`config.mk`:
```
export PLATFORM = sky130hd
export DESIGN_NAME = watchdog_sleep_reset_status
export DESIGN_NICKNAME = d
export VERILOG_FILES = /design/src/watchdog_pkg.sv /design/src/watchdog_tick_counter.sv /design/src/watchdog_sleep_reset_status.sv
export VERILOG_INCLUDE_DIRS = /design/src
export SDC_FILE = /design/constraint.sdc
export NUM_CORES = 1
export LEC_CHECK = 0
export BUFFER_PORTS_ARGS = -buffer_cell sky130_fd_sc_hd__buf_2
export CELL_PAD_IN_SITES_DETAIL_PLACEMENT = 0
export CELL_PAD_IN_SITES_GLOBAL_PLACEMENT = 1
export CORE_ASPECT_RATIO = 2
export CORE_MARGIN = 1
export CORE_UTILIZATION = 38
export DETAILED_ROUTE_END_ITERATION = 6
export PLACE_DENSITY_LB_ADDON = 0.1
export SYNTH_ARGS = -nofsm -noshare
export SYNTH_HDL_FRONTEND = slang
export SYNTH_SLANG_ARGS = --single-unit
```
`constraint.sdc`:
```
create_clock -name pclk -period 2.3 [get_ports pclk]
set_input_delay 0.345 -clock pclk [delete_from_list [all_inputs] [get_ports pclk]]
set_output_delay 0.345 -clock pclk [all_outputs]
set_load 0.02 [all_outputs]
```
`src/watchdog_map.svh`:
```
// Purpose: Offsets, field positions, reset values and timing counts of the watchdog block
// Assumes: One aligned 32-bit word per register on APB
// Notes:   Times are in the watchdog oscillator's own time base
`ifndef WATCHDOG_MAP_SVH
`define WATCHDOG_MAP_SVH

// ----------------------------------------------------------------
// Register offsets
// ----------------------------------------------------------------
`define COUNTER_PRESCALE_OPTION_ADDR 12'h000
`define WATCHDOG_STATUS_ADDR         12'h004

// ----------------------------------------------------------------
// Option fields
// ----------------------------------------------------------------
`define OPT_SOURCE_BIT  5
`define OPT_EDGE_BIT    4
`define OPT_ASSIGN_BIT  3
`define OPT_RATIO_MSB   2
`define OPT_RATIO_LSB   0
`define OPT_RESET       6'h3F

// ----------------------------------------------------------------
// Status fields
// ----------------------------------------------------------------
`define STAT_EXPIRED_BIT   4
`define STAT_SLEEP_BIT     3
`define STAT_HOLD_BIT      1
`define STAT_SLEEPING_BIT  0

// ----------------------------------------------------------------
// Timing, oscillator based
// ----------------------------------------------------------------
`define WDT_PERIOD_US   18000
`define HOLD_PERIOD_US  18000
`define OSC_KHZ         32

`endif

```
`src/watchdog_pkg.sv`:
```
// Purpose: Types shared by the watchdog block
// Assumes: Nothing beyond the map header
// Notes:   Code 2'b11 of the state is illegal
package watchdog_pkg;

  typedef enum logic [1:0] {
    RUN   = 2'b00,
    SLEEP = 2'b01,
    HOLD  = 2'b10
  } power_state_type;

endpackage : watchdog_pkg

```
`src/watchdog_tick_counter.sv`:
```
// Purpose: Watchdog prescaler and period counter on oscillator ticks
// Assumes: osc_tick is a one-cycle pulse per watchdog oscillator period
// Notes:   expire is a one-cycle registered pulse
`timescale 1ns/10ps
`include "watchdog_map.svh"
module watchdog_tick_counter #(
  parameter int EXPIRY_TICKS = `WDT_PERIOD_US * `OSC_KHZ / 1000,
  parameter int CNT_W        = $clog2(EXPIRY_TICKS + 1)
) (
  input  wire logic       pclk,
  input  wire logic       presetn,
  input  wire logic       osc_tick,
  input  wire logic       clear,
  input  wire logic       enable,
  input  wire logic       prescaler_assign,
  input  wire logic [2:0] prescale_ratio_sel,
  output logic            expire
);
  import watchdog_pkg::*;

  if (EXPIRY_TICKS < 2) begin : g_bad_expiry
    $error("EXPIRY_TICKS must be at least 2");
  end

  typedef struct packed {
    logic [6:0]       pre;
    logic [CNT_W-1:0] cnt;
    logic             expire;
  } tick_state_type;

  tick_state_type cur;
  tick_state_type next_cur;
  logic [7:0]     span;
  logic [6:0]     mask;
  logic           base_tick;

  // ----------------------------------------------------------------
  // Prescaler tap select
  // ----------------------------------------------------------------
  assign span      = 8'h01 << prescale_ratio_sel;
  assign mask      = span[6:0] - 7'h01;
  assign base_tick = osc_tick & (!prescaler_assign | ((cur.pre & mask) == mask));

  always_comb begin
    next_cur        = cur;
    next_cur.expire = 1'b0;
    if (clear || !enable) begin
      next_cur.pre = 7'h00;
      next_cur.cnt = '0;
    end else if (osc_tick) begin
      if (!prescaler_assign || base_tick) begin
        next_cur.pre = 7'h00;
      end else begin
        next_cur.pre = cur.pre + 7'h01;
      end
      if (base_tick) begin
        if (cur.cnt == CNT_W'(EXPIRY_TICKS - 1)) begin
          next_cur.cnt    = '0;
          next_cur.expire = 1'b1;
        end else begin
          next_cur.cnt = cur.cnt + 1'b1;
        end
      end
    end
  end

  always_ff @(posedge pclk or negedge presetn) begin
    if (!presetn) begin
      cur <= '0;
    end else begin
      cur <= next_cur;
    end
  end

  assign expire = cur.expire;

endmodule : watchdog_tick_counter

```
`src/watchdog_sleep_reset_status.sv`:
```
// Purpose: Watchdog, sleep entry and wake-up, reset-cause flags, APB registers
// Assumes: Oscillator and reset pin are asynchronous and pass two flip-flops
// Notes:   The watchdog time base is the sampled oscillator pin, not pclk
//
// What this block does
// - Watchdog counts on its own oscillator, also while main clock stopped.
// - Watchdog expiry resets the device in run and in sleep.
// - Watchdog reset clears the expired flag, status bit 4.
// - Fuse enable low keeps the watchdog off forever.
// - Without prescaler the watchdog expires after about 18 ms.
// - Option register can assign the prescaler, up to 1:128.
// - Kick instruction clears counter and assigned prescaler.
// - Sleep instruction clears counter and assigned prescaler.
// - Option layout bits 5..0, bits 7:6 read zero, every reset loads 3F.
// - External reset pulse during run leaves both flags unchanged.
// - Only power-up, expiry, sleep and kick change the flags.
// - Expiry and sleep act regardless of the current flag values.
// - Sleep clears watchdog, sets expired, clears sleep flag, stops main oscillator.
// - During sleep all I/O pins hold their state.
// - Watchdog reset stays internal, reset pin never driven.
// - Sleep ends only on external reset or enabled watchdog expiry.
// - Every wake-up clears the watchdog counter.
// - Wake-up restarts through reset, not continued execution.
// - Expiry starts the start-up hold timer, core stays in reset meanwhile.
`timescale 1ns/10ps
`include "watchdog_map.svh"
module watchdog_sleep_reset_status #(
  parameter int EXPIRY_TICKS = `WDT_PERIOD_US * `OSC_KHZ / 1000,
  parameter int HOLD_TICKS   = `HOLD_PERIOD_US * `OSC_KHZ / 1000
) (
  input  wire logic        pclk,
  input  wire logic        presetn,
  input  wire logic        psel,
  input  wire logic        penable,
  input  wire logic        pwrite,
  input  wire logic [11:0] paddr,
  input  wire logic [31:0] pwdata,
  output logic [31:0]      prdata,
  output logic             pready,
  output logic             pslverr,
  input  wire logic        wdt_osc_in,
  input  wire logic        ext_reset_pin_n,
  input  wire logic        watchdog_fuse_enable,
  input  wire logic        watchdog_kick_instr,
  input  wire logic        sleep_instr,
  output logic             core_reset,
  output logic             main_osc_enable,
  output logic             io_hold,
  output logic             sleeping,
  output logic             watchdog_expired_flag,
  output logic             sleep_entered_flag,
  output logic             counter_source_sel,
  output logic             counter_edge_sel,
  output logic             prescaler_assign,
  output logic [2:0]       prescale_ratio_sel
);
  import watchdog_pkg::*;

  localparam int HOLD_W = $clog2(HOLD_TICKS + 1);

  if (HOLD_TICKS < 2) begin : g_bad_hold
    $error("HOLD_TICKS must be at least 2");
  end

  typedef struct packed {
    logic [1:0]        ext_reset_pin_sync;
    logic [2:0]        osc_sync;
    logic [1:0]        fuse_sync;
    power_state_type   state;
    logic [HOLD_W-1:0] hold_cnt;
    logic              expired;
    logic              slept;
    logic [5:0]        option;
    logic [31:0]       prdata;
    logic              core_reset;
    logic              osc_en;
    logic              io_hold;
  } main_state_type;

  localparam main_state_type RESET_STATE = '{
    ext_reset_pin_sync:  2'h0,
    osc_sync:   3'h0,
    fuse_sync:  2'h0,
    state:      HOLD,
    hold_cnt:   '0,
    expired:    1'b1,
    slept:      1'b1,
    option:     `OPT_RESET,
    prdata:     32'h0000_0000,
    core_reset: 1'b1,
    osc_en:     1'b1,
    io_hold:    1'b0
  };

  main_state_type cur;
  main_state_type next_cur;

  logic ext_low;
  logic osc_tick;
  logic fuse_en;
  logic wdt_clear;
  logic expire;
  logic apb_write;
  logic apb_access;
  logic addr_hit;
  logic run_sleep;
  logic run_kick;

  // ----------------------------------------------------------------
  // Pin samples, read only past the second flop
  // ----------------------------------------------------------------
  assign ext_low  = !cur.ext_reset_pin_sync[1];
  assign osc_tick = cur.osc_sync[1] & !cur.osc_sync[2];
  assign fuse_en  = cur.fuse_sync[1];

  // ----------------------------------------------------------------
  // APB slave
  // ----------------------------------------------------------------
  assign addr_hit   = (paddr == `COUNTER_PRESCALE_OPTION_ADDR) || (paddr == `WATCHDOG_STATUS_ADDR);
  assign apb_access = psel & penable;
  assign apb_write  = apb_access & pwrite & !cur.core_reset;
  assign pready     = 1'b1;
  assign pslverr    = apb_access & !addr_hit;

  // ----------------------------------------------------------------
  // Command qualifiers in run
  // ----------------------------------------------------------------
  assign run_sleep = (cur.state == RUN) & !ext_low & !expire & sleep_instr;
  assign run_kick  = (cur.state == RUN) & !ext_low & !expire & !sleep_instr & watchdog_kick_instr;
  // Counter held clear through the whole hold phase, so every wake starts at zero
  assign wdt_clear = (cur.state == HOLD) | run_sleep | run_kick;

  watchdog_tick_counter #(
    .EXPIRY_TICKS (EXPIRY_TICKS)
  ) u_tick_counter (
    .pclk               (pclk),
    .presetn            (presetn),
    .osc_tick           (osc_tick),
    .clear              (wdt_clear),
    .enable             (fuse_en),
    .prescaler_assign   (cur.option[`OPT_ASSIGN_BIT]),
    .prescale_ratio_sel (cur.option[`OPT_RATIO_MSB:`OPT_RATIO_LSB]),
    .expire             (expire)
  );

  // ----------------------------------------------------------------
  // Next state
  // ----------------------------------------------------------------
  always_comb begin
    next_cur           = cur;
    next_cur.ext_reset_pin_sync = {cur.ext_reset_pin_sync[0], ext_reset_pin_n};
    next_cur.osc_sync  = {cur.osc_sync[1:0], wdt_osc_in};
    next_cur.fuse_sync = {cur.fuse_sync[0], watchdog_fuse_enable};

    if (psel && !penable) begin
      next_cur.prdata = 32'h0000_0000;
      if (paddr == `COUNTER_PRESCALE_OPTION_ADDR) begin
        next_cur.prdata[5:0] = cur.option;
      end else if (paddr == `WATCHDOG_STATUS_ADDR) begin
        next_cur.prdata[`STAT_EXPIRED_BIT]  = cur.expired;
        next_cur.prdata[`STAT_SLEEP_BIT]    = cur.slept;
        next_cur.prdata[`STAT_HOLD_BIT]     = cur.core_reset;
        next_cur.prdata[`STAT_SLEEPING_BIT] = (cur.state == SLEEP);
      end
    end

    if (apb_write && paddr == `COUNTER_PRESCALE_OPTION_ADDR) begin
      next_cur.option = pwdata[5:0];
    end

    // Reset pin is only sampled, never driven, also on internal resets
    unique case (cur.state)
      RUN: begin
        if (ext_low) begin
          next_cur.state      = HOLD;
          next_cur.core_reset = 1'b1;
          next_cur.hold_cnt   = '0;
          next_cur.option     = `OPT_RESET;
        end else if (expire) begin
          next_cur.expired    = 1'b0;
          next_cur.state      = HOLD;
          next_cur.core_reset = 1'b1;
          next_cur.hold_cnt   = '0;
          next_cur.option     = `OPT_RESET;
        end else if (sleep_instr) begin
          next_cur.expired = 1'b1;
          next_cur.slept   = 1'b0;
          next_cur.state   = SLEEP;
          next_cur.osc_en  = 1'b0;
          next_cur.io_hold = 1'b1;
        end else if (watchdog_kick_instr) begin
          next_cur.expired = 1'b1;
          next_cur.slept   = 1'b1;
        end
      end
      SLEEP: begin
        // Nothing else leaves sleep
        if (ext_low || expire) begin
          next_cur.expired    = !expire;
          next_cur.slept      = 1'b0;
          next_cur.state      = HOLD;
          next_cur.core_reset = 1'b1;
          next_cur.hold_cnt   = '0;
          next_cur.option     = `OPT_RESET;
          next_cur.osc_en     = 1'b1;
          next_cur.io_hold    = 1'b0;
        end
      end
      HOLD: begin
        next_cur.core_reset = 1'b1;
        next_cur.option     = `OPT_RESET;
        if (ext_low) begin
          next_cur.hold_cnt = '0;
        end else if (osc_tick) begin
          if (cur.hold_cnt == HOLD_W'(HOLD_TICKS - 1)) begin
            next_cur.state      = RUN;
            next_cur.core_reset = 1'b0;
            next_cur.hold_cnt   = '0;
          end else begin
            next_cur.hold_cnt = cur.hold_cnt + 1'b1;
          end
        end
      end
      default: begin
        next_cur.state      = HOLD;
        next_cur.core_reset = 1'b1;
        next_cur.hold_cnt   = '0;
        next_cur.osc_en     = 1'b1;
        next_cur.io_hold    = 1'b0;
      end
    endcase
  end

  always_ff @(posedge pclk or negedge presetn) begin
    if (!presetn) begin
      cur <= RESET_STATE;
    end else begin
      cur <= next_cur;
    end
  end

  // ----------------------------------------------------------------
  // Outputs
  // ----------------------------------------------------------------
  assign prdata                = cur.prdata;
  assign core_reset            = cur.core_reset;
  assign main_osc_enable       = cur.osc_en;
  assign io_hold               = cur.io_hold;
  assign sleeping              = (cur.state == SLEEP);
  assign watchdog_expired_flag = cur.expired;
  assign sleep_entered_flag    = cur.slept;
  assign counter_source_sel    = cur.option[`OPT_SOURCE_BIT];
  assign counter_edge_sel      = cur.option[`OPT_EDGE_BIT];
  assign prescaler_assign      = cur.option[`OPT_ASSIGN_BIT];
  assign prescale_ratio_sel    = cur.option[`OPT_RATIO_MSB:`OPT_RATIO_LSB];
endmodule : watchdog_sleep_reset_status

```
==> impl_metrics.toml <==
[run_status]
status = "finished, final reports clean"

[final_layout]
fin_nets = 418
diodes = 0
fin_cells = 458
drive_gt1_share_pct = 24.0
final.fill_count = 815
layout_commonest_cell = "buf_2"
multi_input_area_um2 = 1420
seq_area_um2 = 1370
area_growth_pct = 9.65
layout.cells.most_common_list = "buf_2 (46), dfrtp_1 (43), nand2_1 (37)"

[clock_network]
hold_buffers = 0
ctsResizeCount = 0
clkSlewWorstSetupHoldPaths_ns = 0.07
cts_made_buffers = 5
cts_tree = "yes"
clk_latency_ns = 0.30
cts_max_path_buffers = 2
cts_setup_buffers = 0
cts-root-buf = "clkbuf_16"
clock-sinks = 54
htree_num_levels = 2

[drt]
drcViolationCount = 0
wl_per_cell_um = 14.9
viasPerCell = 5.01
ant_nets = 0
routed_wl_um = 6820
vias = 2295
drt_iter0_markers = 114
dr.pass1.iters = 4

[sta]
tns_ns = 0
rsz0062_at_grt = "no"
hold_violations = 0
fin_skew_ns = 0.00545
fin_crit_ns = 1.89
slew_viol_final = 0
post-route-period-util_pct = 82.0
max_freq_mhz = 530
setup_viol = 0

[floorplanning]
die_area_um2 = 8440
die_w_um = 65.5
die_h_um = 129
core_area_um2 = 7890
rows = 46
ioPinCount = 100
start_util_pct = 38.8

[logic_synthesis]
mappedNetlistArea_um2 = 3060
synth-async-reset-ratio_pct = 100
yosysSeqAreaShare_pct = 44.6
ys_top_cells_by_area = "dfrtp_1 (35%), dfstp_2 (9.4%), buf_4 (8.8%)"
synth_ff_type = "dfrtp_1"
syn_avg_cell_area_um2 = 9.33
yosysWarnings = 0
synth-edff-count = 0
synth_top_area_share_pct = 35.2
synth_cell_type_count = 60
synthCells = 328
yosys.area.top_type = "dfrtp_1"
ys_ff_latch = 54

[global_routing]
grt_antenna_before_repair = 0
grt_pass1_vias = 2239
grt_usage_pct = 17.2
grt_pass1_wl_um = 10900
grt_overflow_total = 0
grt_max_degree = 55

[critical_path]
worst_setup_path_end_kind = "register"
crit_path_end = "u_tick_counter.cur[9]$_DFFE_PN0P_"
required_ns = 2.49
startpoint_type = "register"
worstReg2RegStart = "prescale_ratio_sel[1]$_DFF_PN1_"
crit_type = "register to register"
crit_start = "prescale_ratio_sel[1]$_DFF_PN1_"
ff2ff_path_depth = 6
worstReg2RegEnd = "u_tick_counter.cur[9]$_DFFE_PN0P_"
worstPathMaxFanout = 9
crit_arrival_ns = 2.07
r2r_slack_ns = 0.41

[power]
leakage_nw = 1.52
switching_power_uw = 459
sw_frac_of_total_pct = 24.4
p_per_area_nw_per_um2 = 562
p_comb_share_pct = 6.7
power.internal_mw = 1.43
p_seq_share_pct = 51.2
power_frac_clock_pct = 42.2
peakVddDrop_uv = 348

[placement]
dp_hpwl_um = 5090
routabilityCongestion = 0.764
dp.cells = 450
io_buffers = 46

[hold_path]
hold_class = "input pin to async pin"

[run]
cap_violations = 0
sequential cells by signal (all words and copies together), names as in the netlist:
name / count
main_osc_enable: 1
u_tick_counter.cur: 17
u_tick_counter.expire: 1
counter_edge_sel: 1
prescaler_assign: 1
watchdog_expired_flag: 1
core_reset: 1
counter_source_sel: 1
prescale_ratio_sel: 3
prdata: 6
io_hold: 1
sleep_entered_flag: 1
cur: 19
cells in the mapped netlist, types with 2 or more instances:
| cell | instances |
|---|---|
| clkbuf_2 | 2 |
| and2_1 | 3 |
| nor4_1 | 4 |
| nor2_1 | 28 |
| and3_1 | 4 |
| conb_1 | 2 |
| clkbuf_1 | 4 |
| buf_6 | 2 |
| dfstp_2 | 11 |
| mux2i_1 | 11 |
| and2b_1 | 3 |
| nand4_1 | 4 |
| a21oi_1 | 17 |
| a2bb2oi_1 | 4 |
| a21o_1 | 4 |
| a311oi_1 | 2 |
| buf_4 | 36 |
| buf_2 | 5 |
| nor3_1 | 7 |
| a21oi_2 | 3 |
| o21ai_0 | 22 |
| a31oi_1 | 3 |
| inv_1 | 7 |
| nand3b_1 | 3 |
| dfrtp_1 | 43 |
| xnor2_1 | 3 |
| xor2_1 | 3 |
| nand3_1 | 15 |
| ha_1 | 3 |
| nand2_1 | 37 |
| nand2b_1 | 4 |
critical path: stages, from the launching register on:
cell and delay (ns):
dfstp_2 0.61, nand2b_1 0.07, a21o_1 0.22, a21oi_4 0.28, nor2_4 0.13, nand4_1 0.13, mux2_2 0.33
power by group through the flow:
stage                     Clock (mW)  Sequential (mW)  Combinational, mW
after floorplan                    0            0.979              0.109
final                          0.794            0.965              0.125
after global placement             0            0.982              0.127
after global routing           0.847            0.966              0.140
after detailed placement           0            0.983              0.128
after CTS                      0.825            0.965              0.128
cells by family (layout without fill, tap and decap cells):
kind of cell	count (synthesis)	in the layout	synth area share [%]
mux	12	12	3.97
flops	54	54	44.6
buf+inv	57	66	12.2
simple gates	121	121	19.5
compound gates	73	73	16.6
other cells	2	27	0.245
fa+ha+maj	3	3	1.23
xor+xnor	6	6	1.72
per-stage QoR:
stage / setup slack (ns) / total power [mW] / util [%] / hold WS, ns / instance area [um^2]
2_1_floorplan: 0.627 / 1.09 / - / 0.0494 / 3150
3_3_place_gp: 0.380 / 1.11 / 40.6 / 0.332 / 3200
3_5_place_dp: 0.394 / 1.11 / 40.6 / 0.335 / 3200
4_1_cts: 0.382 / 1.92 / 42.6 / 0.0509 / 3360
5_1_grt: 0.310 / 1.95 / 42.6 / 0.0550 / 3360
6_report: 0.415 / 1.88 / 42.6 / 0.0287 / 3360
final cells by class:
type,instances,area share (%)
Sequential cell,54,40.7
Clock buffer,6,4.14
Inverter,8,0.895
Clock inverter,2,0.373
Tap cell,96,3.58
Multi-Input combinational cell,242,42.2
Timing Repair Buffer,50,8.13
worst min-delay path by stage:
stage	start	slack (ns)	cells after the start	to
4_1_cts	presetn	0.05	2	u_tick_counter.cur[16]$_DFFE_PN0P_
3_5_place_dp	cur[60]$_DFF_PN0_	0.33	0	cur[61]$_DFF_PN0_
3_3_place_gp	cur[60]$_DFF_PN0_	0.33	0	cur[61]$_DFF_PN0_
5_1_grt	presetn	0.06	2	prdata[5]$_DFFE_PN0P_
2_1_floorplan	presetn	0.05	0	cur[43]$_DFFE_PN0P_
6_report	presetn	0.03	2	prdata[5]$_DFFE_PN0P_
metal layers:
| metal | part of all wire, % | vias up | wire, um | GRT usage [%] |
|---|---|---|---|---|
| met3 | 2.6 | 6 | 179 | 3.28 |
| li1 | - | 1151 | - | - |
| met2 | 58 | 42 | 3930 | 33.4 |
| met5 | 0 | - | 0 | 0 |
| met1 | 38 | 1096 | 2600 | 17.4 |
| met4 | 1.6 | 0 | 111 | 6.39 |
(Power assumes the default switching activity.)
